==> config.mk <==
export PLATFORM = sky130hd
export DESIGN_NAME = mac_accumulator_bank
export DESIGN_NICKNAME = d
export VERILOG_FILES = /design/src/hdl/mac_accum_pkg.sv /design/src/hdl/acc_shift_unit.sv /design/src/hdl/mac_accumulator_bank.sv
export SDC_FILE = /design/constraint.sdc
export NUM_CORES = 1
export LEC_CHECK = 0
export BUFFER_PORTS_ARGS = -buffer_cell sky130_fd_sc_hd__buf_4
export CAP_MARGIN = 20
export CORE_UTILIZATION = 56
export DETAILED_ROUTE_END_ITERATION = 16
export PLACE_DENSITY = 0.81
export REMOVE_ABC_BUFFERS = 1
export SYNTH_ARGS = -nofsm -noshare
export SYNTH_HDL_FRONTEND = slang
export SYNTH_SLANG_ARGS = --single-unit
==> constraint.sdc <==
create_clock -name core_clk -period 2.9 [get_ports core_clk]
set_input_delay 0.145 -clock core_clk [delete_from_list [all_inputs] [get_ports core_clk]]
set_output_delay 0.145 -clock core_clk [all_outputs]
set_load 0.005 [all_outputs]
==> src/hdl/mac_accum_pkg.sv <==
package mac_accum_pkg;

  // ----------------------------------------------------------------
  // Register map (byte addresses on the Wishbone bus)
  // ----------------------------------------------------------------
  localparam logic [7:0] CTRL_OFS = 8'h00;
  localparam logic [7:0] STAT_OFS = 8'h04;
  localparam logic [7:0] ACC0_OFS = 8'h08;
  localparam logic [7:0] ACC4_OFS = 8'h18;
  localparam logic [7:0] EVT_OFS = 8'h1c;
  localparam logic [7:0] MASK_OFS = 8'h20;

  // ----------------------------------------------------------------
  // Field layouts and reset values
  // ----------------------------------------------------------------
  localparam int ACC_W = 40;
  localparam int SHIFT_W = 3;
  localparam int LSHIFT_LSB = 0;
  localparam int RSHIFT_LSB = 3;
  localparam int FILL_BIT = 6;
  localparam logic [7:0] CTRL_RST = 8'h00;
  localparam logic [7:0] SWAP_CMD = 8'h80;
  localparam logic [2:0] TOP_BYTE = 3'h4;
  localparam int COMP_LSB = 0;
  localparam int HOST_LSB = 2;

  // Bank status codes as seen in the status register.
  localparam logic [1:0] BANK_EMPTY = 2'h0;
  localparam logic [1:0] BANK_READY = 2'h1;
  localparam logic [1:0] BANK_BUSY = 2'h2;
  localparam logic [1:0] BANK_DONE = 2'h3;

  // Event bits, shared by the event and mask registers.
  localparam int EVT_W = 3;
  localparam int EVT_COMPUTE_BANK = 0;
  localparam int EVT_SWAP = 1;
  localparam int EVT_DROP = 2;
  localparam logic [EVT_W-1:0] EVT_RST = 3'h0;

  // ----------------------------------------------------------------
  // Carriers
  // ----------------------------------------------------------------
  typedef struct packed {
    logic cyc;
    logic stb;
    logic we;
    logic [7:0] adr;
    logic [3:0] sel;
    logic [31:0] dat;
  } wbReq_s;

  typedef struct packed {
    logic [ACC_W-1:0] hostAcc;
    logic [7:0] ctl;
    logic [1:0] hostStat;
    logic [1:0] compStat;
    logic [EVT_W-1:0] evt;
    logic [EVT_W-1:0] mask;
    logic ack;
    logic [31:0] datOut;
    logic swap;
  } macState_s;

  // True when the address selects one of the accumulator bytes.
  function automatic logic isAccAdr(logic [7:0] adr);
    return adr >= ACC0_OFS && adr <= ACC4_OFS && adr[1:0] == 2'h0;
  endfunction

  // Byte number of an accumulator address.
  function automatic logic [2:0] accIdx(logic [7:0] adr);
    logic [7:0] diff;
    diff = adr - ACC0_OFS;
    return diff[4:2];
  endfunction

endpackage

==> src/hdl/acc_shift_unit.sv <==
`timescale 1ns/1ps
module acc_shift_unit
  import mac_accum_pkg::*;
(
  input wire logic [ACC_W-1:0] acc, // Stored host-bank accumulator.
  input wire logic [2:0] byteIdx, // Accumulator byte addressed.
  input wire logic [SHIFT_W-1:0] loadShift, // Left shift on writes.
  input wire logic [SHIFT_W-1:0] readShift, // Right shift on reads.
  input wire logic fillBit, // Value for vacated low bits.
  input wire logic [7:0] wrByte, // Byte being written.
  output logic [ACC_W-1:0] loadedAcc, // Accumulator after the write.
  output logic [7:0] readByte // Shifted byte for a read.
);

  // ----------------------------------------------------------------
  // Shifted load and sign-extended readout
  // ----------------------------------------------------------------
  // The byte lands at 8k+s; bits past the top are lost in the cut.
  always_comb begin
    logic [5:0] pos;
    logic [47:0] val;
    logic [47:0] mask;
    logic [47:0] low;
    logic [47:0] ext;
    pos = {byteIdx, 3'h0} + 6'(loadShift);
    val = 48'(wrByte) << pos;
    mask = 48'hff << pos;
    low = ~(48'hffff_ffff_ffff << loadShift);
    if (byteIdx == 3'h0) begin
      mask = mask | low;
      if (fillBit) begin
        val = val | low;
      end
    end
    loadedAcc = (acc & ~mask[ACC_W-1:0]) | (val[ACC_W-1:0] & mask[ACC_W-1:0]);
    ext = {{8{acc[ACC_W-1]}}, acc};
    ext = 48'($signed(ext) >>> readShift);
    readByte = ext[{byteIdx, 3'h0} +: 8];
  end

endmodule // acc_shift_unit

==> src/hdl/mac_accumulator_bank.sv <==
`timescale 1ns/1ps
module mac_accumulator_bank
  import mac_accum_pkg::*;
(
  input wire logic core_clk, // System clock, 10 MHz.
  input wire logic rst, // Synchronous reset, active high.
  input wire logic ce, // Clock enable; low freezes all state.
  input wire wbReq_s wbReq, // Wishbone request from the host.
  output logic [31:0] wbDat, // Wishbone read data.
  output logic wbAck, // Wishbone acknowledge.
  input wire logic blockInputEnd, // Access is last of a block input.
  input wire logic calcDefined, // A new calculation was defined.
  input wire logic calcDone, // Running calculation has finished.
  input wire logic [ACC_W-1:0] computeAcc, // Compute bank accumulator.
  output logic [ACC_W-1:0] hostAcc, // Host bank accumulator.
  output logic [1:0] hostStatus, // Host bank status code.
  output logic [1:0] computeStatus, // Compute bank status code.
  output logic bankSwap, // One-cycle pulse on a bank swap.
  output logic irq // Level interrupt, unmasked event pending.
);

  // ----------------------------------------------------------------
  // State and reset value
  // ----------------------------------------------------------------
  localparam macState_s STATE_RST = '{
    hostAcc: '0,
    ctl: CTRL_RST,
    hostStat: BANK_EMPTY,
    compStat: BANK_EMPTY,
    evt: EVT_RST,
    mask: EVT_RST,
    ack: 1'b0,
    datOut: 32'h0,
    swap: 1'b0
  };

  macState_s r;
  macState_s next_r;
  logic taken;
  logic accHit;
  logic [2:0] byteIdx;
  logic [ACC_W-1:0] loadedAcc;
  logic [7:0] readByte;

  // A request is taken once; ack drops in the cycle after it is given.
  assign taken = wbReq.cyc && wbReq.stb && !r.ack;
  assign accHit = isAccAdr(wbReq.adr);
  assign byteIdx = accIdx(wbReq.adr);

  // Shifting datapath for accumulator byte loads and reads.
  acc_shift_unit shifter (
    .acc(r.hostAcc),
    .byteIdx(byteIdx),
    .loadShift(r.ctl[LSHIFT_LSB +: SHIFT_W]),
    .readShift(r.ctl[RSHIFT_LSB +: SHIFT_W]),
    .fillBit(r.ctl[FILL_BIT]),
    .wrByte(wbReq.dat[7:0]),
    .loadedAcc(loadedAcc),
    .readByte(readByte)
  );

  // ----------------------------------------------------------------
  // Next-state logic
  // ----------------------------------------------------------------
  // Host accesses act first, then calculation events; events are set
  // after an event-register read clears them so a set always wins.
  always_comb begin
    logic [EVT_W-1:0] setEvt;
    next_r = r;
    setEvt = '0;
    next_r.ack = 1'b0;
    next_r.swap = 1'b0;
    if (taken) begin
      next_r.ack = 1'b1;
      next_r.datOut = 32'h0;
      if (wbReq.we) begin
        if (wbReq.sel[0]) begin
          if (wbReq.adr == CTRL_OFS) begin
            next_r.ctl = wbReq.dat[7:0];
          end else if (accHit) begin
            next_r.hostAcc = loadedAcc;
          end else if (wbReq.adr == MASK_OFS) begin
            next_r.mask = wbReq.dat[EVT_W-1:0];
          end else if (wbReq.adr == STAT_OFS &&
                       wbReq.dat[7:0] == SWAP_CMD &&
                       r.hostStat == BANK_EMPTY &&
                       r.compStat == BANK_DONE) begin
            next_r.hostAcc = computeAcc;
            next_r.hostStat = BANK_DONE;
            next_r.compStat = BANK_EMPTY;
            next_r.swap = 1'b1;
          end
          // Writing a unit register discards a pending result.
          if ((wbReq.adr == CTRL_OFS || accHit) &&
              r.hostStat == BANK_DONE) begin
            next_r.hostStat = BANK_EMPTY;
            setEvt[EVT_DROP] = 1'b1;
          end
        end
      end else begin
        if (wbReq.adr == CTRL_OFS) begin
          next_r.datOut = {24'h0, r.ctl};
        end else if (wbReq.adr == STAT_OFS) begin
          next_r.datOut = 32'({r.hostStat, r.compStat});
        end else if (accHit) begin
          next_r.datOut = {24'h0, readByte};
          if (r.hostStat == BANK_DONE &&
              (blockInputEnd || byteIdx == TOP_BYTE)) begin
            next_r.hostStat = BANK_EMPTY;
          end
        end else if (wbReq.adr == EVT_OFS) begin
          next_r.datOut = 32'(r.evt);
          next_r.evt = '0;
        end else if (wbReq.adr == MASK_OFS) begin
          next_r.datOut = 32'(r.mask);
        end
      end
    end
    // Completion of the running calculation.
    if (calcDone && next_r.compStat == BANK_BUSY) begin
      setEvt[EVT_COMPUTE_BANK] = 1'b1;
      if (next_r.hostStat == BANK_READY) begin
        next_r.hostAcc = computeAcc;
        next_r.hostStat = BANK_DONE;
        next_r.swap = 1'b1;
      end else begin
        next_r.compStat = BANK_DONE;
      end
    end
    // A newly defined calculation enters through an empty host bank.
    if (calcDefined && next_r.hostStat == BANK_EMPTY) begin
      if (next_r.compStat == BANK_BUSY) begin
        next_r.hostStat = BANK_READY;
      end else begin
        if (next_r.compStat == BANK_DONE) begin
          next_r.hostAcc = computeAcc;
          next_r.hostStat = BANK_DONE;
        end
        next_r.compStat = BANK_BUSY;
        next_r.swap = 1'b1;
      end
    end
    if (next_r.swap) begin
      setEvt[EVT_SWAP] = 1'b1;
    end
    next_r.evt = next_r.evt | setEvt;
  end

  // ----------------------------------------------------------------
  // State register
  // ----------------------------------------------------------------
  // Clock enable low holds every field, including the bus answer.
  always_ff @(posedge core_clk) begin
    if (rst) begin
      r <= STATE_RST;
    end else if (ce) begin
      r <= next_r;
    end
  end

  // ----------------------------------------------------------------
  // Outputs
  // ----------------------------------------------------------------
  assign wbDat = r.datOut;
  assign wbAck = r.ack;
  assign hostAcc = r.hostAcc;
  assign hostStatus = r.hostStat;
  assign computeStatus = r.compStat;
  assign bankSwap = r.swap;
  assign irq = |(r.evt & r.mask);

  logic accRead;
  logic accWrite;
  assign accRead = ce && taken && !wbReq.we && accHit;
  assign accWrite = ce && taken && wbReq.we && wbReq.sel[0] && accHit;

  // Bit positions and low fill mask seen by the checks below.
  logic [5:0] loadPos;
  logic [5:0] readPos;
  logic [7:0] fillMask;
  assign loadPos = {byteIdx, 3'h0} + 6'(r.ctl[LSHIFT_LSB +: SHIFT_W]);
  assign readPos = {byteIdx, 3'h0} + 6'(r.ctl[RSHIFT_LSB +: SHIFT_W]);
  assign fillMask = ~(8'hff << r.ctl[LSHIFT_LSB +: SHIFT_W]);
endmodule // mac_accumulator_bank

== After elaboration in Yosys (flattened, before gate mapping) ==
Index checks and enable logic that the tools add are counted.
Widths: inputs -> output; s select.

* Flip-flop bits (word level): 92
* Bits in latches: 0
* Memory bits (writable): 0
* ROM bits: 0
* Word-level logic and storage cells: 129
* Memories: 0

* $add $sub $neg: 2
* Multipliers: 0
* Divide/modulo/power cells: 0
* Magnitude comparators: 2
* Eq/ne operators: 11
* Shifts and indexed selects: 5
* Mux-type cells: 66
* Bitwise gates (word level): 11
* Reduce and logical (&&, ||, !) cells: 23

{| class="wikitable"
|+ Operators with widths
! operator !! count
|-
| $mux 40 || 12
|-
| $or 40x40->40 || 3
|-
| $mux 92 || 1
|-
| $and 40x40->40 || 2
|-
| $not 40->40 || 2
|-
| $mux 52 || 1
|-
| $mux 48 || 1
|-
| $shiftx 48x7->8 || 1
|-
| $shl 48x3->40 const A || 1
|-
| $sshr 40x3->48 || 1
|-
| $mux 8 || 5
|-
| $shl 8x6->40 || 1
|-
| $shl 8x6->40 const A || 1
|-
| $mux 3 || 12
|-
| $mux 2 || 12
|-
| $mux 4 || 6
|-
| $mux 1 || 16
|-
| $logic_and 1x1->1 || 11
|-
| $eq 2x2->1 const B || 5
|-
| $eq 8x3->1 const B || 1
|-
| $eq 8x5->1 const B || 1
|-
| $eq 8x6->1 const B || 1
|-
| $eq 8x8->1 const B || 1
|-
| $ge 8x4->1 const B || 1
|-
| 17 further kinds || 21
|}

== Logic depth before layout (Yosys ltp) ==
Gate-level depths: netlist (run 1).

* Depth after elaboration: 21
* Gate-level depth with buffers: 11

== Cells and area by module ==
A second synthesis (run 1) with hierarchy kept.

* Cell total of the unflattened synthesis: 1114
* Area total of the unflattened synthesis: 8032.7 um^2

{| class="wikitable"
|+ Modules (own cells, without submodules)
! module !! times used !! cells each !! area an instance (um^2) !! sequential area each (um^2)
|-
| mac_accumulator_bank || 1 || 629 || 4923.5 || 1361.3
|-
| acc_shift_unit || 1 || 485 || 3109.2 || 0.0
|}

== Worst setup path after synthesis (run 1) ==
No wires, ideal clock.

* Kind: input port to flip-flop
* Start: in wbReq[39] (netlist name)
* End: reg r (netlist bit hostAcc[22])
* Setup time: 0.122 ns
* Arrival time: 2.420 ns
* Required time: 2.778 ns
* Setup slack: 0.358 ns
* Stages on the path: 11
* Path through: ha_1 > clkbuf_1 > nor3b_2 > o2111ai_1 > o32ai_4 > a22oi_2 > or2_1 > buf_4 > a31o_1 > buf_6 > a221o_1

* Longest elaborated chain between the ends: 19
* Elaborated cells between the ends (all ways): 62

{| class="wikitable"
|+ RTL lines
! what !! line !! RTL
|-
| start: declaration || mac_accumulator_bank.sv:8 || <nowiki>input wire wbReq_s wbReq,</nowiki>
|-
| branches (longest 11 deep; another with $add 6x3->6) || - ||
|-
| $mux 92 * || mac_accumulator_bank.sv:73 || <nowiki>if (taken) begin</nowiki>
|-
| $eq 2x1->1 || mac_accumulator_bank.sv:122 || <nowiki>if (next_r.hostStat == BANK_READY) begin</nowiki>
|-
| $mux 2 || mac_accumulator_bank.sv:122 ||
|-
| $mux 4 || mac_accumulator_bank.sv:120 || <nowiki>if (calcDone && next_r.compStat == BANK_BUSY) begin</nowiki>
|-
| $eq 2x2->1 || mac_accumulator_bank.sv:135 || <nowiki>if (next_r.compStat == BANK_DONE) begin</nowiki>
|-
| $mux 40 || mac_accumulator_bank.sv:135 ||
|-
| $mux 40 || mac_accumulator_bank.sv:132 || <nowiki>if (next_r.compStat == BANK_BUSY) begin</nowiki>
|-
| $mux 40 * || mac_accumulator_bank.sv:131 || <nowiki>if (calcDefined && next_r.hostStat == BANK_EMPTY) begin</nowiki>
|-
| end signal: assignment || mac_accumulator_bank.sv:157 || <nowiki>r <= next_r;</nowiki>
|-
| end: declaration || mac_accumulator_bank.sv:37 || <nowiki>macState_s r;</nowiki>
|}

Mark *: on every way between the ends.
A chain may end at the register's enable or synchronous reset.

== Worst setup path after layout (run 1) ==
* Start: reg r (netlist bit hostStatus[1])
* End: reg r (netlist bit hostAcc[1])

* Longest elaborated chain between the ends: 18
* Elaborated cells between the ends (all ways): 39

{| class="wikitable"
|+ RTL lines
! what !! line !! RTL
|-
| $logic_not 2->1 || mac_accumulator_bank.sv:86 || <nowiki>r.hostStat == BANK_EMPTY &&</nowiki>
|-
| $logic_and 1x1->1 || mac_accumulator_bank.sv:85 || <nowiki>wbReq.dat[7:0] == SWAP_CMD &&</nowiki>
|-
| $logic_and 1x1->1 || mac_accumulator_bank.sv:86 ||
|-
| $mux 4 || mac_accumulator_bank.sv:84 || <nowiki>end else if (wbReq.adr == STAT_OFS &&</nowiki>
|-
| $mux 4 || mac_accumulator_bank.sv:82 || <nowiki>end else if (wbReq.adr == MASK_OFS) begin</nowiki>
|-
| $mux 4 || mac_accumulator_bank.sv:80 || <nowiki>end else if (accHit) begin</nowiki>
|-
| $mux 4 || mac_accumulator_bank.sv:78 || <nowiki>if (wbReq.adr == CTRL_OFS) begin</nowiki>
|-
| $mux 2 || mac_accumulator_bank.sv:94 || <nowiki>if ((wbReq.adr == CTRL_OFS || accHit) &&</nowiki>
|-
| (+2 left out) || - ||
|-
| $mux 92 * || mac_accumulator_bank.sv:73 ||
|-
| $eq 2x1->1 || mac_accumulator_bank.sv:122 ||
|-
| $mux 2 || mac_accumulator_bank.sv:122 ||
|-
| $mux 4 || mac_accumulator_bank.sv:120 ||
|-
| $eq 2x2->1 || mac_accumulator_bank.sv:135 ||
|-
| $mux 40 || mac_accumulator_bank.sv:135 ||
|-
| $mux 40 || mac_accumulator_bank.sv:132 ||
|-
| $mux 40 * || mac_accumulator_bank.sv:131 ||
|}

Every way passes the cells marked *; elsewhere a longest branch is shown, timed or not.

==> impl_results.md, run 1 <==
- Wire length of the first global-routing pass: 42,830 um
- PortBufs: 120
- Area growth, synth to finish: 13.99%
- Chip height: 116.2 um
- Worst slew margin relative to its limit: 43.23%
- Clock-pin transition on the worst setup and hold timing paths: 0.06 ns
- Power density cells: 311.5 nW/um2
- Seq pwr share: 38.3%
- Logic pwr share: 21.5%
- Number of H-tree branching levels: 3
- Total routing usage reported by global routing: 42.72%
- Most common flop cell mapped by yosys: dfxtp_1
- Mean routed wirelength per cell: 23.48 um
- Final critical path time including I/O delays and setup: 2.736 ns
- Arrival time reported for the critical path endpoint: 2.98 ns
- Switching power of the nets: 0.8138 mW
- Antenna cell count: 0
- Sequential fraction of the synthesis area: 18.64%
- Initial cell density of the core: 57.65%
- Number of buffers on the longest clock path: 2
- Overall routed net length: 28,130 um
- Vias per Instance: 6.926
- TritonRoute pass-1 iters: 8
- Internal portion of total power: 1.780 mW
- Num rows: 41
- Leakage power summed over all cells: 3.056 nW
- Count of flip-flops with a built-in enable after synthesis: 0
- Post-synth design cell area: 7305 um2
- Via count of the first global-routing pass: 7,525
- Synth top area cells: dfxtp_1 19%, mux2i_1 10%, buf_4 8.1%
- Fraction of layout cells with a size suffix above 1: 22.61%
- Worst Path Max Fanout: 24
- Drt drc: 0
- Setup violation total in the final timing report: 0
- Syn_area_per_cell: 7.569 um2
- Synth top area share: 18.64%
- Yosys warns: 0
- Width of the die: 116.2 um
- Remaining antenna violation count: 0
- Number of primary I/O pins: 172
- Setup tns final: 0 ns
- Top cells by instance count after synthesis: 98 x nand2_1, 79 x buf_4, 78 x nor2_1
- Buffers inserted during post-CTS setup optimization: 0
- CTS tree: done
- Required time worst endpoint: 3.14 ns
- Number of distinct library cell variants in the gate-level netlist after synthesis: 81
- Fin crit share: 94.33%
- Most common cell in the synthesized netlist: nand2_1
- Half-perimeter wire length after detailed placement: 20,960 um
- Total number of vias: 8,297
- Worst vdd ir: 0.3501 mV
- Count of max-cap constraint violations: 0
- Share of total power in the clock network: 40.2%
- Gpl congestion: 0.9774
- Async SR Flop Fraction: 0%
- Hold WC Path Type: in2reg
- Min Hold Slack: 0.01703 ns
- Filler Cells Inserted: 1,154
- Number of sinks on the clock net: 68
- Classification of the worst setup path: reg2reg
- Pin count of the biggest net entering global routing: 48
- Slew @ Worst Pin: 0.8516 ns
- Type of element launching the critical path: flop
- Initial antenna violation count: 0
- Worst clock skew: 0.009047 ns
- Net Sw Frac: 31.38%
- Outcome: finished clean
- Endpoint class of the critical path: flop
- Root cell of the clock tree: clkbuf_16
- Max-slew violation count: 0
- Floorplan Core Area: 12,670 um2
- Cells after Synth: 965
- Sequential cell area: 1364 um2
- Die area: 13,500 um2
- Number of hold violations in the final report: 0
- Number of register bits inferred by synthesis: 68
- Synth area leader: dfxtp_1
- Setup repair after global routing missed its margin: false
- Count of hold-fix buffers inserted at cts: 0
- Area of the multi-input gates: 5059 um2
- Overall overflow remaining after global route: 0
- F_max: 0.3656 GHz
- Clock latency of the later-clocked register in the worst-skew pair: 0.35 ns
- Inserted Clock Buffers: 9
- Resize count post-CTS: 0
- Post-layout nets: 1,117
- Detailed Route Iter0 Violations: 1,164
## per-stage QoR
step / std cells / instance area [um2] / total power, mW / setup WS [ns] / util [%]
finish: 1198 / 8327 / 2.593 / 0.1644 / 65.72
global route: 1198 / 8327 / 2.684 / 0.001475 / 65.72
CTS: 1198 / 8324 / 2.580 / 0.1945 / 65.70
detailed placement: 1182 / 8045 / 1.544 / 0.2226 / 63.49
global placement: 1182 / 8045 / 1.539 / 0.2730 / 63.49
floorplan: 838 / 6511 / 1.257 / -0.1294 / -
## worst paths after layout
| path | start | endpoint | slack (ns) | cells past startpoint |
|---|---|---|---|---|
| max | hostStatus[1]$_SDFFE_PP0P_ | hostAcc[1]$_SDFFE_PP0P_ | 0.16 | 8 |
| min | computeAcc[9] | hostAcc[9]$_SDFFE_PP0P_ | 0.02 | 2 |
| max reg2reg | hostStatus[1]$_SDFFE_PP0P_ | hostAcc[1]$_SDFFE_PP0P_ | 0.16 | 8 |
| min reg2reg | wbDat[2]$_SDFFE_PP0P_ | wbDat[2]$_SDFFE_PP0P_ | 0.44 | 2 |
## registers in the layout (all words and copies together) (netlist names)
| signal | cells |
|---|---|
| bankSwap | 1 |
| computeStatus | 2 |
| hostAcc | 40 |
| hostStatus | 2 |
| r | 14 |
| wbAck | 1 |
| wbDat | 8 |
## cell type report
type	instances	share of cell area [%]
multi-input combinational	745	60.75
inverter	25	1.127
clock buffer	10	2.870
sequential	68	16.38
timing repair buffer	172	15.81
tap	172	2.585
clock inverter	6	0.4808
## layout by cell type (no fill, tap or decap), types with 5 or more instances in the layout
| cell type | instances |
|---|---|
| a31o_2 | 5 |
| o211ai_1 | 7 |
| inv_1 | 23 |
| a21oi_1 | 60 |
| conb_1 | 24 |
| a221oi_1 | 11 |
| a31oi_1 | 9 |
| o32ai_1 | 8 |
| buf_4 | 170 |
| o21a_1 | 9 |
| o22ai_1 | 20 |
| a211oi_1 | 8 |
| nor2_1 | 77 |
| clkbuf_16 | 9 |
| and3_1 | 13 |
| nor3_1 | 20 |
| nand2_1 | 98 |
| nor4_1 | 6 |
| a2bb2oi_1 | 5 |
| o21ai_1 | 6 |
| a22oi_1 | 14 |
| and2_1 | 11 |
| nand4_1 | 6 |
| mux4_2 | 18 |
| nor2b_1 | 11 |
| nand3_1 | 23 |
| a221o_1 | 14 |
| a22o_1 | 7 |
| dfxtp_1 | 66 |
| a32oi_1 | 7 |
| o21ai_0 | 54 |
| o31ai_1 | 5 |
| a311oi_1 | 11 |
| mux2_2 | 5 |
| mux2i_1 | 74 |
| nand2b_1 | 13 |
| o221ai_1 | 10 |
## cells by family after synthesis
family | synth area share (%)
other | 0.05134
AOI/OAI and AO/OA | 30.56
muxes | 16.46
xor gates and xnor gates | 0.3598
and+or+nand+nor | 20.09
DFF | 18.64
buffers and inverters | 13.33
adders and majority gates | 0.5139
## critical path, cell delays in order (launching register included)
cell      delay [ns]
dfxtp_1         0.32
nor4b_1         0.49
nand4_1         0.21
or3_1           0.43
nand2_1         0.21
or2_1           0.19
buf_4           0.30
o221ai_1        0.17
a311oi_1        0.30
## routing by layer
layer | track usage [%] | up-vias | part of all wire, %
li1 | - | 3676 | -
met2 | 63.61 | 664 | 43
met5 | 0 | - | 0
met3 | 14.43 | 127 | 14
met1 | 54.44 | 3830 | 38
met4 | 22.91 | 0 | 5.1
## power groups by stage
| stage | clock, mW | sequential [mW] | combinational, mW |
|---|---|---|---|
| floorplan | 0 | 1.00 | 0.255 |
| global placement | 0 | 1.01 | 0.528 |
| detailed placement | 0 | 1.01 | 0.532 |
| CTS | 1.05 | 0.991 | 0.535 |
| global route | 1.10 | 0.995 | 0.590 |
| finish | 1.04 | 0.994 | 0.557 |
No activity file was read; power rests on OpenSTA's default activity.
==> run 2, diff against run 1 <==
- CORE_ASPECT_RATIO: unset -> 0.8
==> run 2 against run 1 <==
Against the previous run: critical path depth shrank 1; maximum frequency decreased by 1.5%; cell count rose by 0.33%; utilization grew 1.7 points; non-clock buffer count grew 5; die area barely moved; flip-flop and latch count unchanged; clock power increased by 9%; critical path type unchanged; highest routed layer is now met5.
==> impl_results.md, run 2 (same netlist as run 1, synthesis figures left out) <==
- Critical Path End: hostAcc[10]$_SDFFE_PP0P_
- Pin count of the biggest net entering global routing: 39
- Remaining antenna violation count: 0
- Power density cells: 320.2 nW/um2
- Overall routed net length: 28,010 um
- Post-layout nets: 1,122
- Num rows: 36
- Worst Path Max Fanout: 15
- Buffers inserted during post-CTS setup optimization: 0
- Count of max-cap constraint violations: 0
- Setup violation total in the final timing report: 0
- Leakage power summed over all cells: 3.092 nW
- Worst slew margin relative to its limit: 39.94%
- CTS tree: done
- Placed standard-cell area: 8082 um2
- Wire length of the first global-routing pass: 42,230 um
- Number of buffers on the longest clock path: 2
- Cell area after layout: 8377 um2
- Area growth, synth to finish: 14.68%
- Number of hold violations in the final report: 0
- Initial cell density of the core: 58.76%
- Source of the worst register-to-register timing path: wbAck$_SDFFE_PP0P_
- Floorplan Core Area: 12,430 um2
- Hold WC Path Type: in2reg
- Classification of the worst setup path: reg2reg
- Number of cells on the worst reg-to-reg path: 7
- Via count of the first global-routing pass: 7,410
- Die area: 13,510 um2
- Detailed-routed wire length on met3: 4153 um
- F_max: 0.3599 GHz
- Detailed Route Iter0 Violations: 1,212
- Number of primary I/O pins: 172
- Drt drc: 0
- Sequential cell area: 1364 um2
- Count of hold-fix buffers inserted at cts: 0
- Setup tns final: 0 ns
- Filler Cells Inserted: 1,113
- Chip height: 104.2 um
- Antenna cell count: 0
- Number of flip-flops under the largest register name: 40
- R2R Path End: hostAcc[10]$_SDFFE_PP0P_
- Met1 wire length: 10,900 um
- Logic pwr share: 20.9%
- Launching instance or port of the critical path: wbAck$_SDFFE_PP0P_
- Gpl congestion: 0.9887
- Number of H-tree branching levels: 3
- Mean routed wirelength per cell: 23.30 um
- Share of total power in the clock network: 42.1%
- Overall Power: 2.682 mW
- Clock-pin transition on the worst setup and hold timing paths: 0.06 ns
- Overall overflow remaining after global route: 0
- Clock latency of the later-clocked register in the worst-skew pair: 0.33 ns
- Sum of met2 wire segment lengths after detailed routing: 11,850 um
- Total routing usage reported by global routing: 41.31%
- Worst vdd ir: 0.3968 mV
- Setup WS post-layout: 0.1215 ns
- R2R setup slack: 0.12 ns
- Final critical path time including I/O delays and setup: 2.779 ns
- Resize count post-CTS: 0
- Required time worst endpoint: 3.14 ns
- Root cell of the clock tree: clkbuf_16
- Width of the die: 129.7 um
- Top routing layer in use: met5
- TritonRoute pass-1 iters: 5
- Net Sw Frac: 30.22%
- Pre-CTS setup slack: 0.1510 ns
- Seq pwr share: 37.1%
- Total number of vias: 8,250
- Post-Route Utilization: 67.38%
- Arrival time reported for the critical path endpoint: 3.02 ns
- PortBufs: 120
- Fin crit share: 95.81%
- Type of element launching the critical path: flop
- Max-slew violation count: 0
- Most common cell after layout, fill and taps aside: buf_4
- Endpoint class of the critical path: flop
- Slew @ Worst Pin: 0.9009 ns
- Worst clock skew: 0.01176 ns
- Setup repair after global routing missed its margin: false
- Number of sinks on the clock net: 68
- Switching power of the nets: 0.8105 mW
- Inserted Clock Buffers: 9
- Fraction of layout cells with a size suffix above 1: 22.70%
- Half-perimeter wire length after detailed placement: 21,340 um
- Vias per Instance: 6.864
- Area of the multi-input gates: 5056 um2
- Internal portion of total power: 1.872 mW
- Outcome: finished clean
- Most used cells in the layout excluding fill and tap cells: 175 x buf_4, 98 x nand2_1, 78 x nor2_1
- Initial antenna violation count: 1
## run 2: critical path, cell delays in order (launching register included)
cell and delay (ns):
dfxtp_1 0.32, and3b_1 0.27, nand3_2 0.27, nand2b_1 0.34, a21oi_2 0.70, o32ai_1 0.22
a211o_1 0.32, a311oi_1 0.25
## run 2: power groups by stage
stage / clock network (mW) / registers (mW) / logic [mW]
final: 1.13 / 0.995 / 0.559
after global routing: 1.16 / 0.996 / 0.592
after CTS: 1.12 / 0.992 / 0.541
after detailed placement: 0 / 1.01 / 0.539
after global placement: 0 / 1.01 / 0.534
after floorplan: 0 / 1.00 / 0.255
## run 2: cell type report
| type | count | area share, % |
|---|---|---|
| Tap cell | 171 | 2.554 |
| Multi-Input combinational cell | 745 | 60.36 |
| Inverter | 25 | 1.120 |
| Sequential cell | 68 | 16.28 |
| Clock buffer | 12 | 2.942 |
| Timing Repair Buffer | 177 | 16.16 |
| Clock inverter | 4 | 0.5825 |
## run 2: layer usage
layer  GRT usage (%)  vias to the layer above
li1                -                     3687
met1           56.51                     3773
met2           59.51                      685
met3           12.86                      103
met4           16.94                        2
met5               0                        -
## run 2: per-stage QoR
step	std cells	hold WS, ns
2_1_floorplan	838	0.2141
3_3_place_gp	1186	0.3708
3_5_place_dp	1186	0.3703
4_1_cts	1202	0.02713
5_1_grt	1202	0.03769
6_report	1202	0.03255
## run 2: how the worst min path moves through the flow
stage,from,to,cells past startpoint
2_1_floorplan,rst,bankSwap$_SDFFE_PP0P_,1
3_3_place_gp,computeAcc[25],hostAcc[25]$_SDFFE_PP0P_,2
3_5_place_dp,computeAcc[19],hostAcc[19]$_SDFFE_PP0P_,2
4_1_cts,computeAcc[19],hostAcc[19]$_SDFFE_PP0P_,2
5_1_grt,computeAcc[25],hostAcc[25]$_SDFFE_PP0P_,2
6_report,computeAcc[19],hostAcc[19]$_SDFFE_PP0P_,2
